--- src/mfg_cfg.svh ---
// constants for the multi-function interrupt group
`ifndef MFG_CFG_SVH
`define MFG_CFG_SVH

// =====================================================================
// sizes
`define MFG_NUM_GROUPS     4
`define MFG_NUM_TIMERS     3
`define MFG_FIXED_SOURCES  3

// =====================================================================
// source positions in the flag vector
`define MFG_SRC_SERIAL     0
`define MFG_SRC_LOWV       1
`define MFG_SRC_EEPROM     2
`define MFG_SRC_TIMER_BASE 3
`define MFG_MAP_BITS       2

// =====================================================================
// reset values and default group map, two bits per source
`define MFG_GIE_RESET      1'h0
`define MFG_FLAG_RESET     1'h0
`define MFG_MAP_DEFAULT    18'h2_943F

`endif

--- src/mfg_pkg.sv ---
// types shared by the multi-function interrupt group modules
package mfg_pkg;
    typedef logic [1:0] grp_t;
    typedef enum logic {ST_RUN, ST_CALL} seq_e;
endpackage

--- src/mfg_src_if.sv ---
// bundle between the group controller and the source flag store
`timescale 1ns/1ns
interface mfg_src_if #(parameter int N = 9);
    logic [N-1:0] set_evt;
    logic [N-1:0] sw_set;
    logic [N-1:0] sw_clr;
    logic [N-1:0] flag;
    logic [N-1:0] rise;
    modport store (input set_evt, input sw_set, input sw_clr,
                   output flag, output rise);
    modport ctrl  (output set_evt, output sw_set, output sw_clr,
                   input flag, input rise);
endinterface

--- src/mfg_source_flags.sv ---
// per-source request flags with rising-edge report
`timescale 1ns/1ns
`include "mfg_cfg.svh"
module mfg_source_flags import mfg_pkg::*; #(
    parameter int N = 9
) (
    input  wire logic   clk,
    input  wire logic   rst_n,
    mfg_src_if.store    src
);
    logic [N-1:0] flag_r;
    logic [N-1:0] prev_r;

    // =================================================================
    // flag storage: a hardware set wins over a software clear
    genvar i;
    generate
        for (i = 0; i < N; i++) begin : g_flag
            always_ff @(posedge clk or negedge rst_n) begin
                if (!rst_n) begin
                    flag_r[i] <= `MFG_FLAG_RESET;
                end else if (src.set_evt[i] || src.sw_set[i]) begin
                    flag_r[i] <= 1'h1;
                end else if (src.sw_clr[i]) begin
                    flag_r[i] <= 1'h0; // RULE14
                end
            end
        end
    endgenerate

    always_ff @(posedge clk or negedge rst_n) begin
        if (!rst_n) begin
            prev_r <= {N{`MFG_FLAG_RESET}};
        end else begin
            prev_r <= flag_r;
        end
    end

    assign src.flag = flag_r;
    // a flag already high cannot rise, so software can pre-set it
    assign src.rise = flag_r & ~prev_r; // RULE11 RULE13
endmodule

--- src/multifunction_interrupt_group.sv ---
// multi-function interrupt group: flags, gating, vector call, wake-up
// =====================================================================
// What this block does
// RULE1 - serial byte done, address match or bus time-out sets serial flag
// RULE2 - serial request vectors only with global, serial, group enables, stack free
// RULE3 - serial service clears global enable and group flag, keeps serial flag
// RULE4 - low supply sets low-voltage flag; vectors with all enables, stack free
// RULE5 - low-voltage service clears global enable and group flag only
// RULE6 - finished eeprom write sets its flag; vectors with all enables set
// RULE7 - eeprom service clears global enable and group flag only
// RULE8 - each timer has match A and match P flags and enables
// RULE9 - timer request vectors with global, timer, group enables, stack free
// RULE10 - timer service clears global enable and its group flag only
// RULE11 - any request flag rising from low to high raises a wake-up
// RULE12 - wake-up ignores every enable bit
// RULE13 - software pre-sets a flag before sleep to mute its wake-up
// RULE14 - a set flag holds until cleared by software, service keeps it
// RULE15 - interrupt entry pushes only the program counter
// RULE16 - interrupt exit pops return address and sets global enable
// RULE17 - subroutine exit pops return address, global enable stays low
// RULE18 - a group flag sets when any enabled member source request newly appears
// RULE19 - source to group mapping is a design parameter
`timescale 1ns/1ns
`include "mfg_cfg.svh"
module multifunction_interrupt_group import mfg_pkg::*; #(
    parameter int NTM  = `MFG_NUM_TIMERS,
    parameter int NSRC = `MFG_FIXED_SOURCES + 2 * NTM,
    parameter logic [`MFG_MAP_BITS*NSRC-1:0] SRC_GROUP_MAP =
        `MFG_MAP_DEFAULT
) (
    input  wire logic                      REF_CLK,
    input  wire logic                      RST_N,
    input  wire logic                      SERIAL_BYTE_DONE,
    input  wire logic                      SERIAL_ADDR_MATCH,
    input  wire logic                      SERIAL_BUS_TIMEOUT,
    input  wire logic                      LOW_VOLTAGE_DETECT,
    input  wire logic                      EEPROM_WRITE_DONE,
    input  wire logic [NTM-1:0]            TIMER_MATCH_A,
    input  wire logic [NTM-1:0]            TIMER_MATCH_P,
    input  wire logic [NSRC-1:0]           FLAG_SET,
    input  wire logic [NSRC-1:0]           FLAG_CLEAR,
    input  wire logic                      SERIAL_MODULE_ENABLE,
    input  wire logic                      LOW_VOLTAGE_ENABLE,
    input  wire logic                      EEPROM_WRITE_ENABLE,
    input  wire logic [NTM-1:0]            TIMER_ENABLE_A,
    input  wire logic [NTM-1:0]            TIMER_ENABLE_P,
    input  wire logic [`MFG_NUM_GROUPS-1:0] GROUP_ENABLE,
    input  wire logic                      GLOBAL_ENABLE_SET,
    input  wire logic                      GLOBAL_ENABLE_CLEAR,
    input  wire logic                      STACK_FULL,
    input  wire logic                      INTERRUPT_EXIT,
    input  wire logic                      SUBROUTINE_EXIT,
    output wire logic                      VECTOR_CALL,
    output wire grp_t                      VECTOR_GROUP,
    output wire logic                      PC_PUSH,
    output wire logic                      PC_POP,
    output wire logic                      GLOBAL_IRQ_ENABLE,
    output wire logic [NSRC-1:0]           SOURCE_FLAGS,
    output wire logic [`MFG_NUM_GROUPS-1:0] GROUP_FLAGS,
    output wire logic                      WAKEUP
);
    localparam int NG = `MFG_NUM_GROUPS;

    mfg_src_if #(.N(NSRC)) src ();

    seq_e                state_r;
    logic                call_r;
    grp_t                group_r;
    logic                pop_r;
    logic                gie_r;
    logic                wake_r;
    logic [NG-1:0]       group_flag_r;
    logic [NSRC-1:0]     pend_q_r;
    logic [NSRC-1:0]     en_vec;
    logic [NSRC-1:0]     pend;
    logic [NSRC-1:0]     pend_rise;
    logic [NG-1:0]       group_set;
    logic [NG-1:0]       group_req;
    logic                req_any;
    logic                lv_s1_r;
    logic                lv_s2_r;
    logic                lv_s3_r;
    logic                lv_level_r;
    logic                lv_prev_r;
    logic                lv_rise;

    // =================================================================
    // decode helpers
    function automatic logic in_group(input int unsigned s,
                                      input int unsigned g);
        return SRC_GROUP_MAP[`MFG_MAP_BITS*s +: `MFG_MAP_BITS]
               == grp_t'(g); // RULE19
    endfunction

    function automatic grp_t pick(input logic [NG-1:0] r);
        grp_t p;
        p = grp_t'(0);
        // lowest group number has priority
        for (int g = NG - 1; g >= 0; g--) begin
            if (r[g]) begin
                p = grp_t'(g);
            end
        end
        return p;
    endfunction

    // =================================================================
    // low supply detector output is asynchronous to the clock
    always_ff @(posedge REF_CLK or negedge RST_N) begin
        if (!RST_N) begin
            lv_s1_r <= 1'h0;
            lv_s2_r <= 1'h0;
            lv_s3_r <= 1'h0;
        end else begin
            lv_s1_r <= LOW_VOLTAGE_DETECT;
            lv_s2_r <= lv_s1_r;
            lv_s3_r <= lv_s2_r;
        end
    end

    // a change counts only once two stages agree, which filters glitches
    always_ff @(posedge REF_CLK or negedge RST_N) begin
        if (!RST_N) begin
            lv_level_r <= 1'h0;
            lv_prev_r  <= 1'h0;
        end else begin
            if (lv_s2_r == lv_s3_r) begin
                lv_level_r <= lv_s3_r;
            end
            lv_prev_r <= lv_level_r;
        end
    end

    assign lv_rise = lv_level_r & ~lv_prev_r;

    // =================================================================
    // source events and enables
    assign src.set_evt[`MFG_SRC_SERIAL] = SERIAL_BYTE_DONE
        | SERIAL_ADDR_MATCH | SERIAL_BUS_TIMEOUT; // RULE1
    assign src.set_evt[`MFG_SRC_LOWV]   = lv_rise;           // RULE4
    assign src.set_evt[`MFG_SRC_EEPROM] = EEPROM_WRITE_DONE; // RULE6
    assign en_vec[`MFG_SRC_SERIAL] = SERIAL_MODULE_ENABLE;
    assign en_vec[`MFG_SRC_LOWV]   = LOW_VOLTAGE_ENABLE;
    assign en_vec[`MFG_SRC_EEPROM] = EEPROM_WRITE_ENABLE;

    genvar t;
    generate
        for (t = 0; t < NTM; t++) begin : g_timer
            localparam int A = `MFG_SRC_TIMER_BASE + 2 * t;
            assign src.set_evt[A]     = TIMER_MATCH_A[t]; // RULE8
            assign src.set_evt[A + 1] = TIMER_MATCH_P[t]; // RULE8
            assign en_vec[A]          = TIMER_ENABLE_A[t];
            assign en_vec[A + 1]      = TIMER_ENABLE_P[t];
        end
    endgenerate

    assign src.sw_set = FLAG_SET;
    assign src.sw_clr = FLAG_CLEAR;

    mfg_source_flags #(.N(NSRC)) u_flags (
        .clk   (REF_CLK),
        .rst_n (RST_N),
        .src   (src.store)
    );

    // =================================================================
    // group flags: an enabled member request that newly appears sets it
    assign pend      = src.flag & en_vec;
    assign pend_rise = pend & ~pend_q_r;

    always_ff @(posedge REF_CLK or negedge RST_N) begin
        if (!RST_N) begin
            pend_q_r <= '0;
        end else begin
            pend_q_r <= pend;
        end
    end

    genvar g;
    generate
        for (g = 0; g < NG; g++) begin : g_group
            always_comb begin
                group_set[g] = 1'h0;
                for (int s = 0; s < NSRC; s++) begin
                    if (in_group(s, g) && pend_rise[s]) begin
                        group_set[g] = 1'h1; // RULE18
                    end
                end
            end
            // a new member request wins over the service clear
            always_ff @(posedge REF_CLK or negedge RST_N) begin
                if (!RST_N) begin
                    group_flag_r[g] <= `MFG_FLAG_RESET;
                end else if (group_set[g]) begin
                    group_flag_r[g] <= 1'h1;
                end else if (call_r && group_r == grp_t'(g)) begin
                    group_flag_r[g] <= 1'h0; // RULE3 RULE5 RULE7 RULE10
                end
            end
            assign group_req[g] = group_flag_r[g] & GROUP_ENABLE[g];
        end
    endgenerate

    // =================================================================
    // vector call sequencing
    assign req_any = (|group_req) & gie_r & ~STACK_FULL; // RULE2 RULE9

    always_ff @(posedge REF_CLK or negedge RST_N) begin
        if (!RST_N) begin
            state_r <= ST_RUN;
            call_r  <= 1'h0;
            group_r <= grp_t'(0);
        end else begin
            call_r <= 1'h0;
            case (state_r)
                ST_RUN: begin
                    if (req_any) begin
                        call_r  <= 1'h1; // RULE15
                        group_r <= pick(group_req);
                        state_r <= ST_CALL;
                    end
                end
                ST_CALL: begin
                    state_r <= ST_RUN;
                end
                default: begin
                    state_r <= ST_RUN;
                end
            endcase
        end
    end

    // global enable: entry clear beats every set source
    always_ff @(posedge REF_CLK or negedge RST_N) begin
        if (!RST_N) begin
            gie_r <= `MFG_GIE_RESET;
        end else if (state_r == ST_RUN && req_any) begin
            gie_r <= 1'h0; // RULE3 RULE5 RULE7 RULE10
        end else if (INTERRUPT_EXIT || GLOBAL_ENABLE_SET) begin
            gie_r <= 1'h1; // RULE16
        end else if (GLOBAL_ENABLE_CLEAR) begin
            gie_r <= 1'h0;
        end
    end

    // subroutine exit pops without touching the global enable
    always_ff @(posedge REF_CLK or negedge RST_N) begin
        if (!RST_N) begin
            pop_r <= 1'h0;
        end else begin
            pop_r <= INTERRUPT_EXIT | SUBROUTINE_EXIT; // RULE16 RULE17
        end
    end

    // =================================================================
    // wake-up: flags are clocked, so a stopped oscillator must be
    // bridged by the clock controller outside this block
    always_ff @(posedge REF_CLK or negedge RST_N) begin
        if (!RST_N) begin
            wake_r <= 1'h0;
        end else begin
            wake_r <= |src.rise; // RULE11 RULE12
        end
    end

    assign VECTOR_CALL       = call_r;
    assign VECTOR_GROUP      = group_r;
    assign PC_PUSH           = call_r; // RULE15
    assign PC_POP            = pop_r;
    assign GLOBAL_IRQ_ENABLE = gie_r;
    assign SOURCE_FLAGS      = src.flag;
    assign GROUP_FLAGS       = group_flag_r;
    assign WAKEUP            = wake_r;
endmodule

--- config.mk ---
export PLATFORM = sky130hd
export DESIGN_NAME = multifunction_interrupt_group
export DESIGN_NICKNAME = d
export VERILOG_FILES = /design/src/mfg_pkg.sv /design/src/mfg_src_if.sv /design/src/mfg_source_flags.sv /design/src/multifunction_interrupt_group.sv
export VERILOG_INCLUDE_DIRS = /design/src
export SDC_FILE = /design/constraint.sdc
export NUM_CORES = 1
export LEC_CHECK = 0
export BUFFER_PORTS_ARGS = -buffer_cell sky130_fd_sc_hd__buf_2
export CAP_MARGIN = 10
export CORE_AREA = 2 2 43 84
export DETAILED_ROUTE_END_ITERATION = 12
export DIE_AREA = 0 0 45 86
export PLACE_DENSITY = 0.88
export SLEW_MARGIN = 0
export SYNTH_ARGS = -nofsm -noshare
export SYNTH_HDL_FRONTEND = slang
export SYNTH_HIERARCHICAL = 1
export SYNTH_SLANG_ARGS = --single-unit
--- constraint.sdc ---
create_clock -name REF_CLK -period 2.9 [get_ports REF_CLK]
set_input_delay 0.58 -clock REF_CLK [delete_from_list [all_inputs] [get_ports REF_CLK]]
set_output_delay 0.58 -clock REF_CLK [all_outputs]
set_load 0.02 [all_outputs]
==> qor.txt <==
Slew Viols, Final -> 0
Initial Utilization -> 47.18%
Tcrit/Tclk final -> 52.25%
Wirelength per Cell -> 12.08 um
CP max-delay cell -> dfrtp_1
GRT Total Usage -> 17.25%
Bufs on Longest Clock Path -> 2
Antenna diodes -> 0
WP data required -> 2.32 ns
Most frequent cells in the layout -> 68 x buf_2, 42 x dfrtp_1, 21 x nor2_1
Slew headroom -> 40.96%
Crit-path leading delay family -> flip-flops
Sink Count -> 42
Worst-path cell chain -> buf_2
Drt total wl -> 2.876 mm
Max_cap viols -> 0
Unrepaired setup endpoints after global routing -> false
Post-synthesis sequential area ratio -> 69.77%
First-pass GRT wire length -> 4.878 mm
Final hold slack -> 0.3611 ns
Clk slew on worst S/H paths -> 0.07 ns
Global route total overflow -> 0
Largest net degree at the start of global routing -> 43
H-tree depth -> 2
Vias in the first global route -> 1194
Hold Vio Cnt, Final -> 0
CP endpoint kind -> output pin
Gp weighted congestion -> 0.7338
Maximum vdd drop -> 0.6079 mV
Die area -> 3870 um2
CTS tree -> done
Worst path max stage delay -> 0.45 ns
Cell area after placement -> 1878 um2
#FFs+latches synth -> 42
Endpoints failing setup -> 0
Area of the core -> 3193 um2
Minimum clock period -> 1.515 ns
CTS buffer count -> 5
Fin Clk Skew -> 0.006692 ns
Crit Path Class -> reg2out
Leak pwr -> 1.032 nW
Root Driver -> clkbuf_8
Multi-input gate area -> 376.6 um2
Area Overhead vs Synth -> 30.73%
Number of antenna violations at the first check in global routing -> 0
CP Buf/Inv Count -> 1
Worst setup margin -> 1.385 ns
1st-iter DRT viols -> 29
Die height -> 86 um
Hold WC Path Type -> reg2reg
Post-CTS Resized -> 0
WP data arrival -> 0.94 ns
Nets -> 255
Power density over cell area -> 632.7 nW/um2
Vias/cell -> 4.916
Status -> finished clean
Port Buf Inserts -> 68
Least-Margin Pin Slew -> 0.8855 ns
Syn avg cell area -> 11.41 um2
Insertion delay to the later sink of the worst-skew pair -> 0.28 ns
Die Wd -> 45 um
DR vias -> 1170
Design area -> 1969 um2
Drt pass-1 iters -> 4
Area occupied by registers -> 1051 um2
Post-synthesis cell type count -> 28
Post-Synthesis Cells -> 132
Drc violations -> 0
Post-CTS Setup Bufs -> 0
Pre-CTS setup slack -> 1.446 ns
Ports -> 69
Filler cell count -> 297
Syn Std Cell Area -> 1506 um2
Max FO, Critical Path -> 7
Detailed placement HPWL -> 2.265 mm
Upper clock frequency limit -> 660.0 MHz
Rows -> 29
Cts-stage hold buffer count -> 0
Final ANT Viol Nets -> 0
Layout cells sized above 1 -> 38.16%
Setup TNS -> 0 ns
YS warnings -> 6
Nature of the critical path startpoint -> flip-flop
Commonest non-fill, non-tap cell in the layout -> buf_2
Syn_nets -> 181
report_power, final:
part           total (mW)  internal (mW)  switching [mW]
Combinational       0.200         0.0861           0.114
Sequential          0.676          0.636          0.0401
Clock               0.369          0.192           0.178
Total                1.25          0.914           0.332
stage by stage:
stage	instances	total power, mW	util, %
6_report	238	1.246	61.68
3_3_place_gp	230	0.8855	58.82
5_1_grt	238	1.316	61.68
3_5_place_dp	230	0.8916	58.82
4_1_cts	238	1.268	61.68
2_1_floorplan	132	0.7952	-
logic make-up (layout without fill, tap and decap cells):
kind of cell	Yosys count	after routing	synth area share (%)
AOI/OAI and AO/OA	26	26	11.38
adders and majority gates	1	1	0.6645
buffers and inverters	20	95	5.233
DFF	42	42	69.77
and+or+nand+nor	43	43	12.96
cells in the mapped netlist:
cell / number / area [um2]
dfrtp_1: 42 / 1051
nor2_1: 21 / 78.83
inv_1: 19 / 71.32
nand2_1: 10 / 37.54
o21ai_1: 9 / 45.04
o21ai_0: 3 / 15.01
o221ai_1: 3 / 26.28
a21oi_1: 2 / 10.01
a22oi_1: 2 / 15.01
nand3_1: 2 / 10.01
nor2b_1: 2 / 12.51
a211o_1: 1 / 8.760
a211oi_1: 1 / 7.510
a21oi_2: 1 / 8.760
a22o_1: 1 / 8.760
a32o_1: 1 / 10.01
and2_1: 1 / 6.260
buf_4: 1 / 7.510
maj3_1: 1 / 10.01
nor3_1: 1 / 5.000
nor3b_1: 1 / 7.510
nor4_1: 1 / 6.260
o22a_2: 1 / 10.01
o22ai_1: 1 / 6.260
or2_2: 1 / 6.260
or2b_1: 1 / 7.510
or3_1: 1 / 6.260
or3b_4: 1 / 11.26
layout make-up:
cell class	count	area share [%]
Clock buffer	7	4.384
Clock inverter	1	0.2541
Inverter	19	3.621
Multi-Input combinational cell	70	19.12
Sequential cell	42	53.37
Tap cell	31	1.970
Timing Repair Buffer	68	17.28
state kept, by name, indices dropped and copies added, names as in the netlist, 2 cells and up:
register,count
pend_q_r,9
u_flags/prev_r,9
GROUP_FLAGS,4
u_flags/src.flag,9
VECTOR_GROUP,2
per-layer routing:
| metal | global-route usage, % | up-vias | routed length (um) |
|---|---|---|---|
| met1 | 18.89 | 544 | 1013 |
| li1 | - | 579 | - |
| met3 | 4.632 | 5 | 177 |
| met5 | 0 | - | 0 |
| met2 | 29.87 | 42 | 1628 |
| met4 | 7.219 | 0 | 56 |
path summary, 6_finish.rpt:
check / slack [ns] / depth (start not counted) / startpoint / end
min in group asynchronous: 0.41 / 1 / RST_N / lv_s2_r
setup reg to reg: 1.70 / 2 / PC_PUSH / VECTOR_GROUP[1]
setup / recovery: 1.38 / 1 / PC_PUSH / VECTOR_CALL
max in group asynchronous: 1.93 / 1 / RST_N / u_flags/prev_r[7]
hold / removal: 0.36 / 0 / lv_s1_r / lv_s2_r
hold reg to reg: 0.36 / 0 / lv_s1_r / lv_s2_r
Note: power is estimated with default switching activity, not from simulation.
